==> config.mk <==
export PLATFORM = sky130hd
export DESIGN_NAME = sipio_top
export DESIGN_NICKNAME = d
export VERILOG_FILES = /design/src/rtl/sipio_pkg.sv /design/src/rtl/sipio_top.sv /design/src/rtl/sipio_line.sv
export SDC_FILE = /design/constraint.sdc
export NUM_CORES = 1
export LEC_CHECK = 0
export ABC_AREA = 1
export ABC_CLOCK_PERIOD_IN_PS = 2400
export BUFFER_PORTS_ARGS = -buffer_cell sky130_fd_sc_hd__clkbuf_2
export CAP_MARGIN = 40
export CORE_UTILIZATION = 40
export DETAILED_ROUTE_END_ITERATION = 6
export HOLD_SLACK_MARGIN = 0.08
export PLACE_DENSITY = 0.59
export SETUP_SLACK_MARGIN = 0.2
export SLEW_MARGIN = 20
export SYNTH_ARGS = -nofsm -noshare
export SYNTH_HDL_FRONTEND = slang
export SYNTH_SLANG_ARGS = --single-unit
==> constraint.sdc <==
create_clock -name clk_i -period 2.4 [get_ports clk_i]
set_clock_uncertainty 0.05 [all_clocks]
set_input_delay 0.48 -clock clk_i [delete_from_list [all_inputs] [get_ports clk_i]]
set_output_delay 0.48 -clock clk_i [all_outputs]
set_load 0.01 [all_outputs]
==> src/rtl/sipio_pkg.sv <==
// package: constants and types for the status indicator i/o pins block
package sipio_pkg;

  // register indices (byte address is four times the index)
  localparam logic [3:0] SIPIO_ADDR_LINE2_CFG = 4'h0;
  localparam logic [3:0] SIPIO_ADDR_LINE3_CFG = 4'h1;
  localparam logic [3:0] SIPIO_ADDR_LINE2_PWM = 4'h2;
  localparam logic [3:0] SIPIO_ADDR_LINE3_PWM = 4'h3;
  localparam logic [3:0] SIPIO_ADDR_STATUS    = 4'h4;

  // line configuration fields
  localparam int SIPIO_CFG_FUNC_LSB = 0;  // 2 bits: line function
  localparam int SIPIO_CFG_SRC_LSB  = 2;  // 2 bits: output source
  localparam int SIPIO_CFG_INV_BIT  = 4;  // polarity flip
  localparam int SIPIO_CFG_W        = 5;

  // pwm word: period in 10 us ticks [15:0], low ticks [31:16]
  localparam int SIPIO_PWM_PER_LSB  = 0;
  localparam int SIPIO_PWM_LOW_LSB  = 16;
  localparam int SIPIO_PWM_FIELD_W  = 16;

  // status register bits
  localparam int SIPIO_ST_IN2_BIT   = 0;
  localparam int SIPIO_ST_IN3_BIT   = 1;
  localparam int SIPIO_ST_PIN2_BIT  = 2;
  localparam int SIPIO_ST_PIN3_BIT  = 3;

  // timing: pwm tick of 10 us at a 100 MHz clock
  localparam int SIPIO_CLK_MHZ      = 100;
  localparam int SIPIO_TICK_US      = 10;
  localparam int SIPIO_TICK_CYC     = SIPIO_TICK_US * SIPIO_CLK_MHZ;
  localparam int SIPIO_PRESC_W      = 10;

  // pwm reset: 100 Hz period (1000 ticks), 10 % low (100 ticks)
  localparam logic [15:0] SIPIO_PWM_PER_RST = 16'h03e8;
  localparam logic [15:0] SIPIO_PWM_LOW_RST = 16'h0064;

  typedef enum logic [1:0] {
    SIPIO_FUNC_STATUS,
    SIPIO_FUNC_INPUT,
    SIPIO_FUNC_OUTPUT
  } sipio_func_t;

  typedef enum logic [1:0] {
    SIPIO_SRC_ONE,
    SIPIO_SRC_ZERO,
    SIPIO_SRC_PWM
  } sipio_src_t;

  localparam logic [SIPIO_CFG_W-1:0] SIPIO_CFG_RST = 5'h00;

endpackage : sipio_pkg

==> src/rtl/sipio_top.sv <==
// top: register port and the two status indicator i/o lines
`timescale 1ns/1ns
module sipio_top
  import sipio_pkg::*;
(
  // clock and reset
  input  wire logic        clk_i,
  input  wire logic        rst_n_i,
  // register port
  input  wire logic [3:0]  addr_i,
  input  wire logic [31:0] wdata_i,
  input  wire logic        wr_i,
  input  wire logic        rd_i,
  output logic [31:0]      rdata_o,
  // instrument state
  input  wire logic        protection_state_indicator_i,
  input  wire logic        output_on_i,
  // line two pin
  input  wire logic        line2_i,
  output logic             line2_o,
  output logic             line2_oe_n_o,
  // line three pin
  input  wire logic        line3_i,
  output logic             line3_o,
  output logic             line3_oe_n_o
);

  logic [SIPIO_CFG_W-1:0]   cfg2_ff;
  logic [SIPIO_CFG_W-1:0]   cfg3_ff;
  logic [31:0]              pwm2_ff;
  logic [31:0]              pwm3_ff;
  logic [SIPIO_PRESC_W-1:0] presc_ff;
  logic                     tick_ff;
  logic                     in2;
  logic                     in3;
  logic [31:0]              nxt_rdata;

  // pack a pwm word from period and low-time fields
  function automatic logic [31:0] pwm_word(input logic [15:0] per, input logic [15:0] lo);
    pwm_word = {lo, per};
  endfunction : pwm_word

  // register writes; reset puts both lines in indicator mode, normal polarity
  always_ff @(posedge clk_i or negedge rst_n_i) begin
    if (!rst_n_i) begin
      cfg2_ff <= SIPIO_CFG_RST;
      cfg3_ff <= SIPIO_CFG_RST;
      pwm2_ff <= pwm_word(SIPIO_PWM_PER_RST, SIPIO_PWM_LOW_RST);
      pwm3_ff <= pwm_word(SIPIO_PWM_PER_RST, SIPIO_PWM_LOW_RST);
    end else if (wr_i) begin
      if (addr_i == SIPIO_ADDR_LINE2_CFG) begin
        cfg2_ff <= wdata_i[SIPIO_CFG_W-1:0];
      end else if (addr_i == SIPIO_ADDR_LINE3_CFG) begin
        cfg3_ff <= wdata_i[SIPIO_CFG_W-1:0];
      end else if (addr_i == SIPIO_ADDR_LINE2_PWM) begin
        pwm2_ff <= wdata_i;
      end else if (addr_i == SIPIO_ADDR_LINE3_PWM) begin
        pwm3_ff <= wdata_i;
      end
    end
  end

  // read mux; unmapped addresses read zero
  always_comb begin
    nxt_rdata = 32'h0000_0000;
    if (addr_i == SIPIO_ADDR_LINE2_CFG) begin
      nxt_rdata[SIPIO_CFG_W-1:0] = cfg2_ff;
    end else if (addr_i == SIPIO_ADDR_LINE3_CFG) begin
      nxt_rdata[SIPIO_CFG_W-1:0] = cfg3_ff;
    end else if (addr_i == SIPIO_ADDR_LINE2_PWM) begin
      nxt_rdata = pwm2_ff;
    end else if (addr_i == SIPIO_ADDR_LINE3_PWM) begin
      nxt_rdata = pwm3_ff;
    end else if (addr_i == SIPIO_ADDR_STATUS) begin
      nxt_rdata[SIPIO_ST_IN2_BIT]  = in2;
      nxt_rdata[SIPIO_ST_IN3_BIT]  = in3;
      nxt_rdata[SIPIO_ST_PIN2_BIT] = line2_o;
      nxt_rdata[SIPIO_ST_PIN3_BIT] = line3_o;
    end
  end

  // read data stand only in the cycle after the strobe
  always_ff @(posedge clk_i or negedge rst_n_i) begin
    if (!rst_n_i) begin
      rdata_o <= 32'h0000_0000;
    end else begin
      rdata_o <= rd_i ? nxt_rdata : 32'h0000_0000;
    end
  end

  // 10 us tick shared by both pwm generators, saves a wide counter per line
  always_ff @(posedge clk_i or negedge rst_n_i) begin
    if (!rst_n_i) begin
      presc_ff <= '0;
      tick_ff  <= 1'b0;
    end else if (presc_ff == SIPIO_PRESC_W'(SIPIO_TICK_CYC - 1)) begin
      presc_ff <= '0;
      tick_ff  <= 1'b1;
    end else begin
      presc_ff <= presc_ff + 1'b1;
      tick_ff  <= 1'b0;
    end
  end

  // line two: high while no protection is active
  sipio_line u_line2 (
    .clk_i       (clk_i),
    .rst_n_i     (rst_n_i),
    .cfg_i       (cfg2_ff),
    .pwm_i       (pwm2_ff),
    .tick_i      (tick_ff),
    .status_hi_i (~protection_state_indicator_i),
    .pin_i       (line2_i),
    .pin_o       (line2_o),
    .pin_oe_n_o  (line2_oe_n_o),
    .in_level_o  (in2)
  );

  // line three: high while the load output is off
  sipio_line u_line3 (
    .clk_i       (clk_i),
    .rst_n_i     (rst_n_i),
    .cfg_i       (cfg3_ff),
    .pwm_i       (pwm3_ff),
    .tick_i      (tick_ff),
    .status_hi_i (~output_on_i),
    .pin_i       (line3_i),
    .pin_o       (line3_o),
    .pin_oe_n_o  (line3_oe_n_o),
    .in_level_o  (in3)
  );

endmodule : sipio_top

==> src/rtl/sipio_line.sv <==
// one configurable i/o line: function select, polarity, pwm and input sync
`timescale 1ns/1ns
module sipio_line
  import sipio_pkg::*;
(
  // clock and reset
  input  wire logic        clk_i,
  input  wire logic        rst_n_i,
  // configuration
  input  wire logic [4:0]  cfg_i,
  input  wire logic [31:0] pwm_i,
  input  wire logic        tick_i,
  input  wire logic        status_hi_i,
  // pin
  input  wire logic        pin_i,
  output logic             pin_o,
  output logic             pin_oe_n_o,
  // sensed input level
  output logic             in_level_o
);

  logic                          sync1_ff;
  logic                          sync2_ff;
  logic [SIPIO_PWM_FIELD_W-1:0]  cnt_ff;
  logic                          pwm_lo_ff;
  logic                          nxt_pin;
  sipio_func_t                   func;
  sipio_src_t                    src;
  logic                          inv;
  logic [SIPIO_PWM_FIELD_W-1:0]  per;
  logic [SIPIO_PWM_FIELD_W-1:0]  low;

  assign func = sipio_func_t'(cfg_i[SIPIO_CFG_FUNC_LSB +: 2]);
  assign src  = sipio_src_t'(cfg_i[SIPIO_CFG_SRC_LSB +: 2]);
  assign inv  = cfg_i[SIPIO_CFG_INV_BIT];
  assign per  = pwm_i[SIPIO_PWM_PER_LSB +: SIPIO_PWM_FIELD_W];
  assign low  = pwm_i[SIPIO_PWM_LOW_LSB +: SIPIO_PWM_FIELD_W];

  // two-flop synchroniser; only the second stage is used
  always_ff @(posedge clk_i or negedge rst_n_i) begin
    if (!rst_n_i) begin
      sync1_ff <= 1'b0;
      sync2_ff <= 1'b0;
    end else begin
      sync1_ff <= pin_i;
      sync2_ff <= sync1_ff;
    end
  end

  // sensed level, flipped when the line polarity is inverted
  always_ff @(posedge clk_i or negedge rst_n_i) begin
    if (!rst_n_i) begin
      in_level_o <= 1'b0;
    end else begin
      in_level_o <= sync2_ff ^ inv;
    end
  end

  // pwm period counter; low phase first, then high for the rest
  always_ff @(posedge clk_i or negedge rst_n_i) begin
    if (!rst_n_i) begin
      cnt_ff    <= '0;
      pwm_lo_ff <= 1'b0;
    end else if (tick_i) begin
      if (cnt_ff + 16'h0001 >= per) begin
        cnt_ff <= '0;
      end else begin
        cnt_ff <= cnt_ff + 16'h0001;
      end
      pwm_lo_ff <= (cnt_ff < low);
    end
  end

  // output level: logic one drives low under normal polarity
  always_comb begin
    nxt_pin = 1'b1;
    case (func)
      SIPIO_FUNC_STATUS: nxt_pin = status_hi_i ^ inv;
      SIPIO_FUNC_OUTPUT: begin
        case (src)
          SIPIO_SRC_ONE:  nxt_pin = inv;
          SIPIO_SRC_ZERO: nxt_pin = ~inv;
          SIPIO_SRC_PWM:  nxt_pin = ~pwm_lo_ff ^ inv;
          default:        nxt_pin = ~inv;
        endcase
      end
      default:           nxt_pin = 1'b1;
    endcase
  end

  // pin driver; enable is low while driving, released in input mode
  always_ff @(posedge clk_i or negedge rst_n_i) begin
    if (!rst_n_i) begin
      pin_o      <= 1'b1;
      pin_oe_n_o <= 1'b1;
    end else begin
      pin_o      <= nxt_pin;
      pin_oe_n_o <= (func == SIPIO_FUNC_INPUT);
    end
  end

endmodule : sipio_line

==> impl_metrics.yaml, run 1 <==
timing:
  slew-limit-headroom: 0.614
  post-route-period-util: 1.05
  slew_violations: 0
  setup_viol: 16
  fmax_mhz: 397
  min_period_ps: 2520
  setup_ws_ps: -117
  worst_slew_pin_slew_ps: 580
  fin_setup_tns_ps: -1400
  final_hold_viol_count: 0
  rsz0062_at_grt: "yes"
status:
  violations: "negative setup slack"
  status: "finished, violations left"
power:
  power_leakage_nw: 5.75
  ir_worst_vdd_v: 0.000490
  power_w: 0.00716
  power_density_mw_per_mm2: 642
floorplan:
  chipHeight_um: 149
  initial_core_util: 0.409
  coreArea_mm2: 0.0211
  die_w_um: 149
  dieArea_mm2: 0.0222
  row_count: 53
  ios: 80
cts:
  clk_latency_ps: 430
  cts_max_level: 4
  cts-root-buf: "clkbuf_16"
  numCtsBuffers: 17
  clkSinkCount: 161
  clk_pin_slew_worst_paths_ps: 70
  clk_path_buf_depth: 2
  cts_tree: "yes"
placement:
  preCtsSetupSlack_ps: -108
  port_buffers: 79
  gp_congestion: 0.884
  hpwl_um: 16600
setup_path:
  critPathMaxFanout: 5
  slowest_stage: "dfrtp_1"
  rr_startpoint: "u_line3.cnt_ff[1]"
  reg2regPathDepth: 16
  worst-setup-path-type: "reg2reg"
  worstPathCellList: "ha_4 -> nand3_4 -> nor2_4 -> nand3_4 -> buf_6 -> xor2_2 -> inv_1 -> ha_1 -> nand2_1 -> inv_2 -> o21ai_2 -> a21oi_2 -> nor2_4 -> buf_12 -> nand2_8 -> o21ai_1"
  r2r_setup_slack_ps: -120
  cp.arrival_ps: 2780
  required_ps: 2660
  slowest_delay_ps: 420
  rr_endpoint: "u_line3.cnt_ff[13]"
  cp-start-kind: "register"
  end_kind: "register"
drt:
  vias: 7361
  antenna_left: 0
  drt_first_pass_iters: 5
  drtIter0Drc: 341
  drc: 0
  wl_per_cell_um: 15.5
  vias_per_cell: 4.88
  wl_um: 23300
grt:
  grt_use_total: 0.224
  antenna_found_initial: 0
  grt_pass1_wl_um: 37700
  grt-ovfl-total: 0
  grt_max_degree: 65
  grt_pass1_vias: 7312
synth:
  seq_area_frac_synth: 0.470
  async_reset_ff_frac: 1.00
  ys_warn_count: 0
  synth.distinct_cells: 39
  synth_area_per_cell_um2: 8.21
  ys_top_cells_by_area: "dfrtp_1, nand2_1, ha_1"
  syn_area_mm2: 0.00863
  yosys-top-cells-count: "nand2_1, inv_1, dfrtp_1, o21ai_0, ha_1"
  synth-seq-cells: 161
  synth_most_common_cell: "nand2_1"
  syn_nets: 1160
  synth_edf_count: 0
  synth_flop_cell: "dfrtp_1"
  synth.top_cell.area_share: 0.403
  netlist_instances: 1051
  synth_area_leader_cell: "dfrtp_1"
layout:
  final_nets: 1329
  antennaDiodeCount: 0
  area_delta_synth_final_pct: 29.3
  drive_above_1_share: 0.287
min_path:
  min_path_type: "in2reg"
  worstHoldStart: "line2_i"
  hold_path_depth: 1
  hold_end: "u_line2.sync1_ff"
flow_run:
  maxCapViolations: 0
## what timing repair did
item,CTS,global route
buffers inserted,18,10
setup endpoints to repair,32,32
hold buffers,1,0
endpoints found under the hold margin,50,0
cloned,1,0
pin swaps,37,35
resized for setup,58,49
## state kept, by name, summed over array words and instances, names as in the netlist, 5 cells and up
name / count
cfg2_ff: 5
cfg3_ff: 5
presc_ff: 10
pwm2_ff: 32
pwm3_ff: 32
rdata_o: 32
u_line2.cnt_ff: 16
u_line3.cnt_ff: 16
## metrics by stage
stage                      util  cells  cell area, µm²  hold WS, ps
final                     0.529   1508           11200          102
after global routing      0.529   1508           11200         89.8
after CTS                 0.516   1498           10900         84.4
after detailed placement  0.469   1446            9900          285
after global placement    0.469   1446            9900          282
after floorplan               -   1051            8700          134
## kinds of logic after synthesis
| logic type | count (synthesis) | share of synthesized area |
|---|---|---|
| AND/OR/NAND/NOR | 413 | 0.196 |
| AO/OA/AOI/OAI | 177 | 0.115 |
| flip-flops | 161 | 0.470 |
| buffers and inverters | 202 | 0.0904 |
| XOR/XNOR | 33 | 0.0344 |
| adder cells (fa/ha/maj) | 65 | 0.0943 |
## critical path: cells and delay by family (launching register included)
family          cells  cell delay, ps
simple gates        6             600
fa+ha+maj           2             450
flops               1             420
buf+inv             4             410
compound gates      3             300
xor+xnor            1             180
## per-layer routing
metal  track usage  share of wire  up-vias
li1              -              -     3658
met1         0.301           0.47     3488
met2         0.371           0.47      177
met3        0.0281          0.037       38
met4        0.0816          0.025        0
met5             0              0        -
## cells in the final DEF, fill, tap and decap left out, types with 3 or more instances in the layout
cell type / Yosys / layout
or2_2: 4 / 4
nor2_4: 2 / 8
clkbuf_16: 0 / 17
clkbuf_2: 1 / 78
nand2_8: 0 / 3
a21oi_1: 46 / 42
nand2_2: 4 / 17
a221oi_1: 5 / 5
nor2_2: 6 / 10
clkinv_2: 0 / 3
inv_1: 174 / 165
a21oi_2: 1 / 5
dfstp_2: 22 / 22
inv_6: 0 / 4
xor2_2: 0 / 9
ha_1: 65 / 58
buf_4: 1 / 79
nand2_1: 300 / 284
buf_6: 1 / 8
o21ai_1: 34 / 29
nor3_1: 6 / 6
xor2_1: 29 / 20
dfrtp_2: 0 / 3
dfrtp_1: 139 / 136
buf_12: 0 / 7
o211ai_1: 4 / 4
o21ai_2: 9 / 23
o21ai_0: 69 / 60
nand3_2: 1 / 19
nand4_1: 10 / 10
ha_4: 0 / 6
nor2_1: 42 / 32
inv_2: 4 / 13
nand3_1: 35 / 15
## how the worst max path moves through the flow
stage / slack [ps] / to / cells past startpoint / startpoint
global route: -220 / u_line3.cnt_ff[8] / 14 / u_line3.cnt_ff[1]
detailed placement: -110 / u_line2.cnt_ff[7] / 15 / u_line2.cnt_ff[0]
global placement: -60 / u_line2.cnt_ff[7] / 15 / u_line2.cnt_ff[1]
finish: -120 / u_line3.cnt_ff[13] / 16 / u_line3.cnt_ff[1]
floorplan: 50 / u_line2.cnt_ff[13] / 16 / u_line2.cnt_ff[2]
CTS: -4 / u_line2.cnt_ff[13] / 15 / u_line2.cnt_ff[1]
## cell type report
type | instances | area, µm²
Clock buffer | 18 | 429
Clock inverter | 14 | 154
Fill cell | 1977 | 9930
Inverter | 178 | 668
Multi-Input combinational cell | 689 | 4270
Sequential cell | 161 | 4060
Tap cell | 275 | 344
Timing Repair Buffer | 173 | 1220
## where the power goes
group	switching [W]	leakage (nW)	internal, W
sequential	0.000264	2.06	0.00307
combinational	0.000685	3.40	0.000424
clock	0.00116	0.283	0.00155
total	0.00211	5.75	0.00505
(Power assumes the default switching activity.)
==> run 2: changes to the inputs <==
--- a/config.mk
+++ b/config.mk
@@ -13,7 +13,8 @@
 export DETAILED_ROUTE_END_ITERATION = 6
 export HOLD_SLACK_MARGIN = 0.08
 export PLACE_DENSITY = 0.59
-export SETUP_SLACK_MARGIN = 0.2
+export REMOVE_ABC_BUFFERS = 1
+export SETUP_SLACK_MARGIN = 0.15
 export SLEW_MARGIN = 20
 export SYNTH_ARGS = -nofsm -noshare
 export SYNTH_HDL_FRONTEND = slang
==> run 2 against run 1 <==
Effect of this change:
- the flow still finishes with violations (negative setup slack)
- register-to-register slack better by 40 ps
- die area unchanged
- critical path depth unchanged
- worst setup slack better by 45 ps
- largest cell class unchanged
- largest power group unchanged
==> impl_metrics.yaml, run 2 (synthesized netlist as in run 1, its figures left out) <==
setup_path:
  reg2regPathDepth: 16
  slowest_delay_ps: 390
  worstPathCellList: "ha_2 -> nand2_2 -> nor2_4 -> nand2_2 -> buf_4 -> xor2_2 -> inv_1 -> ha_1 -> nand2_1 -> inv_1 -> o21ai_2 -> a21oi_4 -> nor2_4 -> nand2_4 -> buf_12 -> o21ai_1"
  cp-start-kind: "register"
  end_kind: "register"
  crit_buf_inv: 4
  required_ps: 2710
  cp.arrival_ps: 2780
  rr_startpoint: "u_line2.cnt_ff[0]"
  worst-setup-path-type: "reg2reg"
  critPathMaxFanout: 7
  setup.worst_path.start: "u_line2.cnt_ff[0]"
  slowest_stage: "dfrtp_1"
  worstSetupPathDepth: 16
  critPathTopFamily: "simple AND/OR/NAND/NOR gates"
  r2r_setup_slack_ps: -70
layout:
  stdcell_area_mm2: 0.0112
  nFillCells: 1928
  final_cell_mix: "nand2_1, inv_1, dfrtp_1"
  drive_above_1_share: 0.273
  postLayoutCoreUtil: 0.531
  antennaDiodeCount: 0
  final_common_cell: "nand2_1"
  top_regs: "pwm2_ff x32, pwm3_ff x32, rdata_o x32"
  final_nets: 1329
  area_delta_synth_final_pct: 29.8
cts:
  cts-root-buf: "clkbuf_16"
  clk_pin_slew_worst_paths_ps: 70
  clkSinkCount: 161
  cts_max_level: 4
  numCtsBuffers: 17
  clk_path_buf_depth: 2
  clk_latency_ps: 430
  cts_tree: "yes"
drt:
  vias_per_cell: 4.89
  drt_first_pass_iters: 7
  wl_um: 23400
  wl_per_cell_um: 15.5
  drtIter0Drc: 495
  drc: 0
  vias: 7379
  antenna_left: 0
min_path:
  worstHoldStart: "line3_i"
  min_path_type: "in2reg"
  hold_path_depth: 1
power:
  ir_worst_vdd_v: 0.000449
  combPwrFrac: 0.153
  p_int_w: 0.00517
  power_density_mw_per_mm2: 658
  clkPwrFrac: 0.393
  pwr-share-seq: 0.454
  p_sw_w: 0.00219
  sw_frac_of_total: 0.298
  power_leakage_nw: 5.78
floorplan:
  die_w_um: 149
  dieArea_mm2: 0.0222
  row_count: 53
  chipHeight_um: 149
  ios: 80
  coreArea_mm2: 0.0211
  initial_core_util: 0.409
timing:
  fmax_mhz: 405
  slew-limit-headroom: 0.635
  worst_slew_pin_slew_ps: 547
  min_period_ps: 2470
  post-route-period-util: 1.03
  rsz0062_at_grt: "yes"
  slew_violations: 0
  fin_setup_tns_ps: -904
  setup_viol: 18
  final_hold_viol_count: 0
  setup_ws_ps: -72.1
status:
  violations: "negative setup slack"
  status: "finished, violations left"
placement:
  postPlaceCellArea_mm2: 0.00992
  port_buffers: 79
  hpwl_um: 16800
  gp_congestion: 0.906
grt:
  grt_max_degree: 57
  grt_pass1_wl_um: 37100
  grt_use_total: 0.220
  antenna_found_initial: 0
  grt_pass1_vias: 7167
  grt-ovfl-total: 0
flow_run:
  maxCapViolations: 0
[run 2: cell type report]
cell class,instances,area [µm²],share of cell area
tap,275,344,0.0307
inverter,178,668,0.0597
timing repair buffer,173,1230,0.109
clock buffer,17,425,0.0380
multi-input combinational,689,4280,0.382
clock inverter,15,198,0.0177
sequential,161,4060,0.362
[run 2: final timing paths]
check                               endpoint
max                        u_line2.cnt_ff[3]
min                         u_line3.sync1_ff
max reg2reg                u_line2.cnt_ff[3]
min reg2reg                 u_line2.sync2_ff
max in group asynchronous         pwm3_ff[3]
min in group asynchronous        pwm2_ff[30]
[run 2: per-layer routing]
metal	part of all wire	track usage
met1	0.46	0.301
met5	0	0
met2	0.49	0.354
met4	0.013	0.0684
met3	0.040	0.0373
[run 2: power by group through the flow]
| stage | Clock (W) | Sequential, W | Combinational (W) |
|---|---|---|---|
| finish | 0.00290 | 0.00334 | 0.00112 |
| detailed placement | 0 | 0.00339 | 0.00103 |
| floorplan | 0 | 0.00330 | 0.000653 |
| global placement | 0 | 0.00338 | 0.00101 |
| CTS | 0.00295 | 0.00334 | 0.00107 |
| global route | 0.00308 | 0.00338 | 0.00131 |
[run 2: what timing repair did]
item | CTS | global route
endpoints found under the setup margin | 32 | 32
gates cloned | 0 | 1
gates resized for setup | 54 | 57
hold buffers | 1 | 1
pin swaps | 33 | 34
endpoints found under the hold margin | 46 | 1
buffers inserted | 13 | 3
[run 2: worst register-to-register path, delay by kind of cell, from the launching register on]
kind | cells | cell delay (ps)
AOI/OAI and AO/OA | 3 | 360
adders and majority gates | 2 | 400
DFF | 1 | 390
xor gates and xnor gates | 1 | 170
buffers and inverters | 4 | 440
and+or+nand+nor | 6 | 600
[run 2: per-stage QoR]
| stage | total power, W | setup WS [ps] | instances | hold WS (ps) |
|---|---|---|---|---|
| after global routing | 0.00778 | -236 | 1508 | 88.9 |
| after CTS | 0.00736 | 12.1 | 1503 | 84.2 |
| after global placement | 0.00438 | -135 | 1457 | 285 |
| after detailed placement | 0.00442 | -200 | 1457 | 286 |
| after floorplan | 0.00395 | -22.7 | 1027 | 134 |
| final | 0.00736 | -72.1 | 1508 | 114 |
==> run 3: changes to the inputs <==
--- a/config.mk
+++ b/config.mk
@@ -10,9 +10,10 @@
 export BUFFER_PORTS_ARGS = -buffer_cell sky130_fd_sc_hd__clkbuf_2
 export CAP_MARGIN = 40
 export CORE_UTILIZATION = 40
+export CTS_BUF_LIST = sky130_fd_sc_hd__clkbuf_4 sky130_fd_sc_hd__clkbuf_8
 export DETAILED_ROUTE_END_ITERATION = 6
 export HOLD_SLACK_MARGIN = 0.08
-export PLACE_DENSITY = 0.59
+export PLACE_DENSITY = 0.57
 export REMOVE_ABC_BUFFERS = 1
 export SETUP_SLACK_MARGIN = 0.15
 export SLEW_MARGIN = 20
==> run 3 against run 2 <==
Effect of this change:
- the run now ends clean
- largest power group unchanged
- combinational power about the same
- final area decreased by 2.2%
- sequential share of layout area increased by 0.83 points
- die area unchanged
- largest cell class unchanged
- critical path type unchanged
- worst setup slack improved by 86 ps
- cell count increased by 0.60%
- utilization decreased by 1.2 points
- via count decreased by 2.1%
- first-iteration DRC count decreased by 6.9%
- non-clock buffer count increased by 9
==> impl_metrics.yaml, run 3 (synthesized netlist as in run 1, its figures left out) <==
cts:
  clk_path_buf_depth: 2
  clk_latency_ps: 470
  numCtsBuffers: 17
  cts-root-buf: "clkbuf_8"
  cts_max_level: 4
  clk_pin_slew_worst_paths_ps: 90
  cts_tree: "yes"
  clkSinkCount: 161
placement:
  gp_congestion: 0.874
  port_buffers: 79
  preCtsSetupSlack_ps: -220
  hpwl_um: 16700
timing:
  worst_slew_pin_slew_ps: 500
  post-route-period-util: 0.994
  fmax_mhz: 419
  setup_viol: 0
  setup_ws_ps: 14.3
  slew-limit-headroom: 0.667
  min_period_ps: 2390
  rsz0062_at_grt: "yes"
  final_hold_viol_count: 0
  slew_violations: 0
  holdWs_ps: 159
  fin_setup_tns_ps: 0
layout:
  drive_above_1_share: 0.278
  final_common_cell: "nand2_1"
  nFillCells: 2022
  area_delta_synth_final_pct: 27.0
  final_cell_mix: "nand2_1, inv_1, dfrtp_1"
  final_nets: 1338
  postLayoutCoreUtil: 0.519
  antennaDiodeCount: 0
  top_regs: "pwm2_ff x32, pwm3_ff x32, rdata_o x32"
floorplan:
  dieArea_mm2: 0.0222
  ios: 80
  row_count: 53
  coreArea_mm2: 0.0211
  chipHeight_um: 149
  initial_core_util: 0.409
  die_w_um: 149
power:
  sw_frac_of_total: 0.305
  power_leakage_nw: 5.72
  pwr-share-seq: 0.516
  power_density_mw_per_mm2: 589
  p_int_w: 0.00448
  power_w: 0.00645
  clkPwrFrac: 0.314
  p_sw_w: 0.00197
  combPwrFrac: 0.170
  ir_worst_vdd_v: 0.000340
grt:
  grtUsageMet3: 0.0364
  grt_pass1_vias: 7002
  antenna_found_initial: 0
  grt_use_total: 0.217
  grt_pass1_wl_um: 36500
  grt_max_degree: 52
  use_met1: 0.302
  grt.busiest_layer: "met2"
  met2_usage: 0.351
  grt-ovfl-total: 0
drt:
  antenna_left: 0
  drt_first_pass_iters: 5
  drtIter0Drc: 461
  vias_per_cell: 4.76
  wl_per_cell_um: 15.2
  drc: 0
  wl_um: 23000
  vias: 7223
setup_path:
  cp-start-kind: "register"
  rr_startpoint: "u_line3.cnt_ff[3]"
  cp.arrival_ps: 2720
  worst-setup-path-type: "reg2reg"
  setup.worst_path.start: "u_line3.cnt_ff[3]"
  required_ps: 2740
  r2r_setup_slack_ps: 10
  critPathMaxFanout: 5
  end_kind: "register"
status:
  status: "finished clean"
flow_run:
  maxCapViolations: 0
min_path:
  min_path_type: "in2reg"
  worstHoldStart: "wdata_i[22]"
==> run 3: cell types whose count changed in the layout (fill, tap and decap cells not counted), sizes merged <==
| cell | previous run | this run |
|---|---|---|
| inv | 184 | 178 |
| clkinv | 5 | 7 |
| buf | 93 | 101 |
| clkbuf | 95 | 100 |
| dlygate4sd3 | 2 | 3 |
| bufinv | 3 | 2 |
==> run 3: per-stage QoR <==
step,instance area [µm²],instances
6_report,11000,1517
3_5_place_dp,9890,1458
4_1_cts,10700,1509
5_1_grt,11000,1517
2_1_floorplan,8520,1027
3_3_place_gp,9890,1458
==> run 3: critical path: stages, from the launching register on <==
cell and delay, ps:
dfrtp_1 390, buf_4 150, buf_4 130, nand4_1 110, xor2_1 260, inv_1 110
ha_1 320, nand2_1 80, inv_1 50, o21ai_2 110, a21oi_2 80, nor2_4 180
nand2_2 150, o21ai_1 150
==> run 3: area by class of cell <==
type                       count  area, µm²  share of cell area
clock buffer                  22        278              0.0254
clock inverter                10        114              0.0104
inverter                     178        668              0.0610
multi-input combinational    689       4230               0.386
sequential                   161       4060               0.371
tap                          275        344              0.0314
timing repair buffer         182       1260               0.115
==> run 3: timing repair <==
item / CTS / global route
hold buffers: 3 / 0
hold endpoints to repair: 37 / 0
pin swaps: 37 / 34
cloned: 0 / 1
resized for setup: 64 / 42
buffers inserted: 16 / 7
setup endpoints to repair: 32 / 32
==> run 3: worst paths after layout <==
path | to | cells after the start
setup / recovery | u_line3.cnt_ff[12] | 13
hold / removal | pwm3_ff[22] | 3
min in group asynchronous | u_line2.sync1_ff | 2
max in group asynchronous | pwm2_ff[3] | 3
setup reg to reg | u_line3.cnt_ff[12] | 13
hold reg to reg | u_line3.sync2_ff | 0
==> run 3: power groups by stage <==
stage	registers, W	clock network [W]	logic (W)
2_1_floorplan	0.00330	0	0.000653
3_3_place_gp	0.00337	0	0.00100
3_5_place_dp	0.00337	0	0.00102
4_1_cts	0.00332	0.00207	0.00106
5_1_grt	0.00337	0.00218	0.00127
6_report	0.00333	0.00202	0.00110
==> run 3: routing by layer <==
metal / vias up / share of wire
met2: 135 / 0.48
met3: 17 / 0.036
li1: 3666 / -
met5: - / 0
met4: 0 / 0.0099
met1: 3405 / 0.48
